File: src/dev_map_pkg.sv
// Constants and types shared by the deviation symbol mapper
package dev_map_pkg;
	// ==========================================
	// Timing
	localparam int CLK_HZ  = 50_000_000;
	localparam int BAUD_LO = 1600;
	localparam int BAUD_HI = 3200;
	localparam int CYC_LO  = CLK_HZ / BAUD_LO;
	localparam int CYC_HI  = CLK_HZ / BAUD_HI;

	// ==========================================
	// Deviation figures in hertz
	localparam logic [15:0] NOM_MAX   = 16'h1b58;
	localparam logic [15:0] NOM_RST   = 16'h12c0;
	localparam logic [15:0] FIXED_DEV = 16'h12c0;
	localparam logic [17:0] SHIFT_HZ  = 18'h186a0;

	// ==========================================
	// Register offsets
	localparam logic [11:0] OFF_CTRL = 12'h000;
	localparam logic [11:0] OFF_NOM  = 12'h004;
	localparam logic [11:0] OFF_CHAN = 12'h008;
	localparam logic [11:0] OFF_IDLE = 12'h00c;
	localparam logic [11:0] OFF_DEV  = 12'h010;

	// ==========================================
	// Fields and reset values
	localparam int CTRL_INV  = 0;
	localparam int CTRL_TXRX = 1;
	localparam int CTRL_DIR  = 2;
	localparam int CTRL_MODE = 4;
	localparam int STEP_UP   = 0;
	localparam int STEP_DN   = 1;
	localparam logic [3:0] CHAN_MIN = 4'h1;
	localparam logic [3:0] CHAN_MAX = 4'h8;
	localparam logic [3:0] CHAN_RST = 4'h1;

	typedef enum logic [1:0] {MODE_2L1600, MODE_2L3200, MODE_4L3200, MODE_4L6400} mode_t;
	typedef enum logic [1:0] {IDLE_NULL, IDLE_SPACE, IDLE_MARK} idle_t;
endpackage

File: src/dev_cfg_if.sv
// Configuration and symbol carrier between mapper and deviation calculator
`timescale 1ns/1ps
interface dev_cfg_if;
	import dev_map_pkg::*;
	mode_t              mode;
	idle_t              idleSel;
	logic               invert;
	logic               align;
	logic               keyed;
	logic               valid;
	logic [1:0]         symData;
	logic [15:0]        nomDev;
	logic signed [15:0] dev;

	modport src  (output mode, idleSel, invert, align, keyed, valid, symData, nomDev,
		input dev);
	modport calc (input mode, idleSel, invert, align, keyed, valid, symData, nomDev,
		output dev);
endinterface

File: src/dev_calc.sv
// Combinational symbol and idle deviation calculator
`timescale 1ns/1ps
module dev_calc
	import dev_map_pkg::*;
(
	dev_cfg_if.calc cfg
);
	function automatic logic [15:0] thirdOf(input logic [15:0] v);
		return 16'(v / 16'd3);
	endfunction

	logic [15:0]        outer;
	logic [15:0]        idleMag;
	logic [15:0]        mag;
	logic               neg;
	logic               twoLvl;
	logic signed [15:0] devV;

	always_comb begin
		outer   = (cfg.mode == MODE_2L3200) ? FIXED_DEV : cfg.nomDev;
		idleMag = (cfg.mode == MODE_2L1600) ? cfg.nomDev : FIXED_DEV;
		twoLvl  = (cfg.mode == MODE_2L1600) || (cfg.mode == MODE_2L3200);
		if (twoLvl) begin
			mag = outer;
			neg = !cfg.symData[0];
		end else begin
			mag = cfg.symData[0] ? thirdOf(outer) : outer;
			neg = !cfg.symData[1];
		end
		if (cfg.invert) begin
			neg = !neg;
		end
		devV = '0;
		if (!cfg.keyed) begin
			devV = '0;
		end else if (cfg.valid) begin
			devV = neg ? -$signed(mag) : $signed(mag);
		end else if (!cfg.align) begin
			case (cfg.idleSel)
				IDLE_SPACE: devV = -$signed(idleMag);
				IDLE_MARK:  devV = $signed(idleMag);
				default:    devV = '0;
			endcase
		end
	end

	assign cfg.dev = devV;
endmodule

File: src/deviation_symbol_mapper.sv
// Top of the paging symbol to carrier deviation mapper with APB registers
`timescale 1ns/1ps
module deviation_symbol_mapper
	import dev_map_pkg::*;
#(
	parameter int CYC_1600 = CYC_LO,
	parameter int CYC_3200 = CYC_HI
) (
	// Clock and reset
	input  wire logic               clk,
	input  wire logic               rst,
	// APB slave
	input  wire logic               psel,
	input  wire logic               penable,
	input  wire logic               pwrite,
	input  wire logic [11:0]        paddr,
	input  wire logic [31:0]        pwdata,
	output logic [31:0]             prdata,
	output logic                    pready,
	output logic                    pslverr,
	// Symbol source
	input  wire logic [1:0]         symData,
	input  wire logic               symValid,
	output logic                    symTake,
	// Station state
	input  wire logic               keyedPin,
	input  wire logic               alignPin,
	input  wire logic [3:0]         txChannel,
	// Modulator side
	output logic signed [15:0]      devOut,
	output logic signed [17:0]      freqShift
);
	initial begin
		if (CYC_1600 < 2 || CYC_1600 > 65535 || CYC_3200 < 2 || CYC_3200 > 65535)
			$error("symbol period out of range");
	end

	// ==========================================
	// Pin synchronisers
	logic keyedMeta_q;
	logic keyed_q;
	logic alignMeta_q;
	logic align_q;

	always_ff @(posedge clk) begin
		if (rst) begin
			keyedMeta_q <= 1'b0;
			keyed_q     <= 1'b0;
			alignMeta_q <= 1'b0;
			align_q     <= 1'b0;
		end else begin
			keyedMeta_q <= keyedPin;
			keyed_q     <= keyedMeta_q;
			alignMeta_q <= alignPin;
			align_q     <= alignMeta_q;
		end
	end

	// ==========================================
	// APB handshake
	logic        access;
	logic        wrEn;
	logic        mapped;
	logic        nomBad;
	logic [31:0] rdVal;

	logic        invert_q;
	logic        txRx_q;
	logic        shiftDn_q;
	mode_t       mode_q;
	logic [15:0] nomDev_q;
	logic [3:0]  rxChan_q;
	idle_t       idle_q;

	assign access = psel && penable && !pready;
	assign wrEn   = psel && penable && pready && pwrite && !pslverr;
	assign mapped = (paddr == OFF_CTRL) || (paddr == OFF_NOM) || (paddr == OFF_CHAN)
		|| (paddr == OFF_IDLE) || (paddr == OFF_DEV);
	assign nomBad = pwrite && (paddr == OFF_NOM) && (pwdata[15:0] > NOM_MAX);

	always_comb begin
		rdVal = '0;
		case (paddr)
			OFF_CTRL: rdVal = {26'h0, mode_q, 1'b0, shiftDn_q, txRx_q, invert_q};
			OFF_NOM:  rdVal = {16'h0, nomDev_q};
			OFF_CHAN: rdVal = {28'h0, rxChan_q};
			OFF_IDLE: rdVal = {30'h0, idle_q};
			OFF_DEV:  rdVal = {{16{devOut[15]}}, devOut};
			default:  rdVal = '0;
		endcase
	end

	always_ff @(posedge clk) begin
		if (rst) begin
			pready  <= 1'b0;
			pslverr <= 1'b0;
			prdata  <= '0;
		end else begin
			pready  <= access;
			pslverr <= access && (!mapped || nomBad);
			prdata  <= (access && !pwrite) ? rdVal : '0;
		end
	end

	// ==========================================
	// Control registers
	always_ff @(posedge clk) begin
		if (rst) begin
			invert_q  <= 1'b0;
			txRx_q    <= 1'b0;
			shiftDn_q <= 1'b0;
			mode_q    <= MODE_2L1600;
		end else if (wrEn && paddr == OFF_CTRL) begin
			invert_q  <= pwdata[CTRL_INV];
			txRx_q    <= pwdata[CTRL_TXRX];
			shiftDn_q <= pwdata[CTRL_DIR];
			mode_q    <= mode_t'(pwdata[CTRL_MODE +: 2]);
		end
	end

	always_ff @(posedge clk) begin
		if (rst) begin
			nomDev_q <= NOM_RST;
		end else if (wrEn && paddr == OFF_NOM) begin
			nomDev_q <= pwdata[15:0];
		end
	end

	always_ff @(posedge clk) begin
		if (rst) begin
			rxChan_q <= CHAN_RST;
		end else if (wrEn && paddr == OFF_CHAN) begin
			if (pwdata[STEP_UP]) begin
				rxChan_q <= (rxChan_q == CHAN_MAX) ? CHAN_MIN : rxChan_q + 4'h1;
			end else if (pwdata[STEP_DN]) begin
				rxChan_q <= (rxChan_q == CHAN_MIN) ? CHAN_MAX : rxChan_q - 4'h1;
			end
		end
	end

	always_ff @(posedge clk) begin
		if (rst) begin
			idle_q <= IDLE_NULL;
		end else if (wrEn && paddr == OFF_IDLE && pwdata[STEP_UP]) begin
			case (idle_q)
				IDLE_SPACE: idle_q <= IDLE_MARK;
				IDLE_MARK:  idle_q <= IDLE_NULL;
				default:    idle_q <= IDLE_SPACE;
			endcase
		end
	end

	// ==========================================
	// Symbol timing and deviation
	logic        tick;
	logic [15:0] period;

	assign period = (mode_q == MODE_2L1600) ? 16'(CYC_1600) : 16'(CYC_3200);

	sym_tick #(.W(16)) u_tick (
		.clk    (clk),
		.rst    (rst),
		.period (period),
		.tick   (tick)
	);

	dev_cfg_if cfg ();

	assign cfg.mode    = mode_q;
	assign cfg.idleSel = idle_q;
	assign cfg.invert  = invert_q;
	assign cfg.align   = align_q;
	assign cfg.keyed   = keyed_q;
	assign cfg.valid   = symValid;
	assign cfg.symData = symData;
	assign cfg.nomDev  = nomDev_q;

	dev_calc u_calc (
		.cfg (cfg.calc)
	);

	always_ff @(posedge clk) begin
		if (rst) begin
			devOut  <= '0;
			symTake <= 1'b0;
		end else begin
			symTake <= tick && keyed_q && symValid;
			if (tick) begin
				devOut <= cfg.dev;
			end
		end
	end

	always_ff @(posedge clk) begin
		if (rst) begin
			freqShift <= '0;
		end else if (tick) begin
			if (txRx_q && !keyed_q && txChannel == rxChan_q) begin
				freqShift <= shiftDn_q ? -$signed(SHIFT_HZ) : $signed(SHIFT_HZ);
			end else begin
				freqShift <= '0;
			end
		end
	end
endmodule

File: src/sym_tick.sv
// Symbol-rate enable pulse divider
`timescale 1ns/1ps
module sym_tick #(
	parameter int W = 16
) (
	// Clock and reset
	input  wire logic         clk,
	input  wire logic         rst,
	// Period in clock cycles
	input  wire logic [W-1:0] period,
	// One-cycle enable
	output logic              tick
);
	initial begin
		if (W < 2) $error("sym_tick width too small");
	end

	logic [W-1:0] cnt_q;

	always_ff @(posedge clk) begin
		if (rst || cnt_q >= period - W'(1)) begin
			cnt_q <= '0;
		end else begin
			cnt_q <= cnt_q + W'(1);
		end
	end

	always_ff @(posedge clk) begin
		if (rst) begin
			tick <= 1'b0;
		end else begin
			tick <= (cnt_q >= period - W'(1));
		end
	end
endmodule
File: config.mk
export PLATFORM = sky130hd
export DESIGN_NAME = deviation_symbol_mapper
export DESIGN_NICKNAME = d
export VERILOG_FILES = /design/src/dev_map_pkg.sv /design/src/dev_cfg_if.sv /design/src/dev_calc.sv /design/src/deviation_symbol_mapper.sv /design/src/sym_tick.sv
export SDC_FILE = /design/constraint.sdc
export NUM_CORES = 1
export LEC_CHECK = 0
export BUFFER_PORTS_ARGS = -buffer_cell sky130_fd_sc_hd__buf_4
export CAP_MARGIN = 15
export CORE_MARGIN = 3
export CORE_UTILIZATION = 40
export DETAILED_ROUTE_END_ITERATION = 16
export RECOVER_POWER = 25
export REMOVE_ABC_BUFFERS = 1
export SETUP_SLACK_MARGIN = 0.3
export SYNTH_ARGS = -nofsm -noshare
export SYNTH_HDL_FRONTEND = slang
export SYNTH_SLANG_ARGS = --single-unit
File: constraint.sdc
create_clock -name clk -period 7.8 [get_ports clk]
set_input_delay 2.34 -clock clk [delete_from_list [all_inputs] [get_ports clk]]
set_output_delay 2.34 -clock clk [all_outputs]
set_load 0.02 [all_outputs]
==> results.md <==
* Antenna viol nets, final at 0
* Synth-to-Final Area Change at 11.08%
* Tot GR Track Use at 22.15%
* Clock sink total at 87
* Total Die Area at 19,690 um^2
* CP Class: flip-flop to flip-flop
* Startpoint Class: flip-flop
* Post-synth cell types at 97
* Seq. cell area at 1743 um^2
* Footprint of the multi-input gates at 4786 um^2
* Clk_lat worst skew at 0.34 ns
* Synth area leaders: dfxtp_1 (24%), nand2_1 (6.9%), a21oi_1 (5.1%), nor2_1 (4.8%), o21ai_0 (3.9%)
* Crit path launch: cfg.nomDev[15]
* Synth area leader: dfxtp_1
* Vias/cell at 6.041
* Die Ht at 140.3 um
* Total grt overflow at 0
* WL final at 22.92 mm
* Cells after synthesis at 1,007
* Synth Flop Type: dfxtp_1
* Fin crit share at 89.81%
* Final hold vios at 0
* Post-DR wirelength/cell at 18.26 um
* PwrDens at 119.9 nW/um^2
* Worst path max stage delay at 0.75 ns
* Reg clk slew, reported paths at 0.07 ns
* Post-synth top area share at 24.13%
* N_diodes at 0
* FMAX at 142.7 MHz
* Worst hold margin at 0.4401 ns
* Initial antenna violation count at 0
* Mapped Area at 7218 um^2
* Peak VDD IR at 0.1061 mV
* Routed via count at 7,581
* Post-synth top cells: nand2_1 (132), nor2_1 (93), dfxtp_1 (87)
* Crit path arrival time at 7.13 ns
* Max-Cap Viols at 1
* CTS tree: yes
* Initial Util at 41.30%
* # fillers at 1,796
* Reg2Reg Capture Point: devOut[4]
* # IOs at 127
* Final Core Density at 45.88%
* Crit path max-delay family: compound AO/OA/AOI/OAI gates
* Crit path depth at 25
* Post-synth EDFFs at 0
* Failing checks: capacitance limit, slew limit
* Status: finished with violations
* Root Buffer: clkbuf_16
* Global-route wire length before repair at 36.18 mm
* Chip Width at 140.3 um
* Final net count at 1,100
* Global placement routability congestion at 0.9150
* Layout cells sized above 1 at 13.20%
* Worst min path class: flip-flop to flip-flop
* Final setup fails at 0
* Bufs on Longest Clock Path at 2
* Final min period at 7.006 ns
* RR Startpoint: cfg.nomDev[15]
* CORE AREA at 17,480 um^2
* Least-Margin Pin Slew at 2.293 ns
* Row cnt at 48
* Sequential cell area fraction in the yosys report at 24.13%
* Slowest CP cell: dfxtp_1
* R2R Setup Slk at 0.79 ns
* Buf/Inv on CP at 3
* Port bufs at 105
* Max-slew violations at 47
* CP max FO at 17
* Setup crit end: devOut[4]
* Hold path cells at 1
* Mean area per synthesized cell at 7.168 um^2
* Synthesized flop and latch total at 87
* Largest net degree at the start of global routing at 47
* Top-count cell post-synth: nand2_1
* Setup skew after layout at 0.009448 ns
* P_leak at 2.948 nW
* R2R depth at 25
* Drt drc at 0
* Vias in the first global route at 6,794
* H-tree depth at 3
* Hpwl dp at 16.31 mm
* Drt pass-1 iters at 6
* Max_slew headroom at -52.85%
* Critical Path End Type: flip-flop
* Yosys warns at 0
* CTS Buf Count at 9
* Critical Path RT at 7.92 ns
* Post-route setup TNS at 0 ns
* Drt initial violations at 760
* RSZ-0062 raised after global routing: no
* Synth async-reset ratio at 0%
## sequential cells by signal, indices dropped and copies added, names as in the netlist, 2 cells and up
signal        cells
cfg.nomDev       16
cfg.idleSel       2
freqShift         3
rxChan_q          4
cfg.mode          2
u_tick.cnt_q     16
prdata           17
devOut           16
## logic make-up after synthesis
logic type      count (synthesis)  synth area share, %
buf+inv                       145                9.950
fa+ha+maj                      16                2.773
flops                          87                24.13
mux                            13                1.872
simple gates                  402                26.57
compound gates                303                29.69
other cells                     1              0.05195
xor+xnor                       40                4.958
## final cells by class
class                           instances  area share, %
Clock buffer                           12          3.074
Tap cell                              225          3.511
Inverter                               31          1.451
Clock inverter                          3         0.8427
Multi-Input combinational cell        779          59.69
Timing Repair Buffer                  118          9.691
Sequential cell                        87          21.74
## stage by stage
stage | instances | power (W) | setup slack (ns) | area, um^2
3_3_place_gp | 1240 | 0.0005095 | 0.9726 | 7811
4_1_cts | 1255 | 0.0009716 | 0.9115 | 8125
6_report | 1255 | 0.0009616 | 0.7944 | 8018
2_1_floorplan | 897 | 0.0004773 | 2.013 | 6631
3_5_place_dp | 1240 | 0.0005095 | 0.9383 | 7811
5_1_grt | 1255 | 0.0009930 | 0.2530 | 8018
## worst reg2reg max path, cell delays in order, from the launching register on
cell      delay [ns]
dfxtp_1         0.75
xor2_1          0.33
o21ai_1         0.16
a211oi_2        0.48
o32a_1          0.21
and4_1          0.34
nor2_1          0.12
buf_4           0.18
o41ai_1         0.62
a211oi_4        0.08
a21o_4          0.25
a211oi_1        0.35
nor2_1          0.10
ha_1            0.32
or3_1           0.41
a21oi_1         0.13
a41o_1          0.10
nor3_1          0.05
o41a_2          0.55
inv_2           0.19
ha_1            0.30
inv_1           0.08
o21ai_0         0.20
xor2_1          0.24
a22o_1          0.17
a21oi_1         0.06
## power by group
part / switching [W] / leakage (nW) / internal (W) / total, W
clock network: 0.000174 / 0.149 / 0.000288 / 0.000462
logic: 0.0000285 / 2.10 / 0.0000215 / 0.0000500
registers: 0.00000226 / 0.702 / 0.000447 / 0.000449
total: 0.000205 / 2.95 / 0.000756 / 0.000962
## worst min-delay path by stage
stage | to | start | slack, ns
floorplan | align_q | alignMeta_q | 0.41
global placement | cfg.keyed | keyedMeta_q | 0.42
detailed placement | cfg.keyed | keyedMeta_q | 0.43
CTS | cfg.keyed | keyedMeta_q | 0.45
global route | cfg.keyed | keyedMeta_q | 0.47
finish | cfg.keyed | keyedMeta_q | 0.44
## repair_timing
action / CTS / global route
gates resized for setup: 0 / 1
hold buffers: 0 / 0
buffers inserted: 0 / 0
endpoints found under the setup margin: 0 / 1
## metal layers
layer	up-vias	wire length (um)	GRT usage, %
li1	3675	-	-
met1	3541	10250	31.13
met2	328	10500	35.56
met3	37	1604	2.219
met4	0	564	7.343
met5	-	0	0
## placed cells by master (no fill, tap or decap), types with 11 or more instances in the layout
| cell type | n |
|---|---|
| nor2_1 | 93 |
| o21ai_0 | 56 |
| and3_1 | 20 |
| dfxtp_1 | 86 |
| nand2_1 | 132 |
| a31oi_1 | 16 |
| clkbuf_1 | 31 |
| a211oi_1 | 11 |
| nand2b_1 | 13 |
| o211ai_1 | 17 |
| mux2i_1 | 12 |
| inv_1 | 29 |
| a21oi_1 | 73 |
| xor2_1 | 21 |
| nor2b_1 | 11 |
| buf_4 | 89 |
| ha_1 | 16 |
| nor3_1 | 27 |
| a22oi_1 | 17 |
| xnor2_1 | 18 |
| nand3_1 | 52 |
No activity file was read; power rests on OpenSTA's default activity.
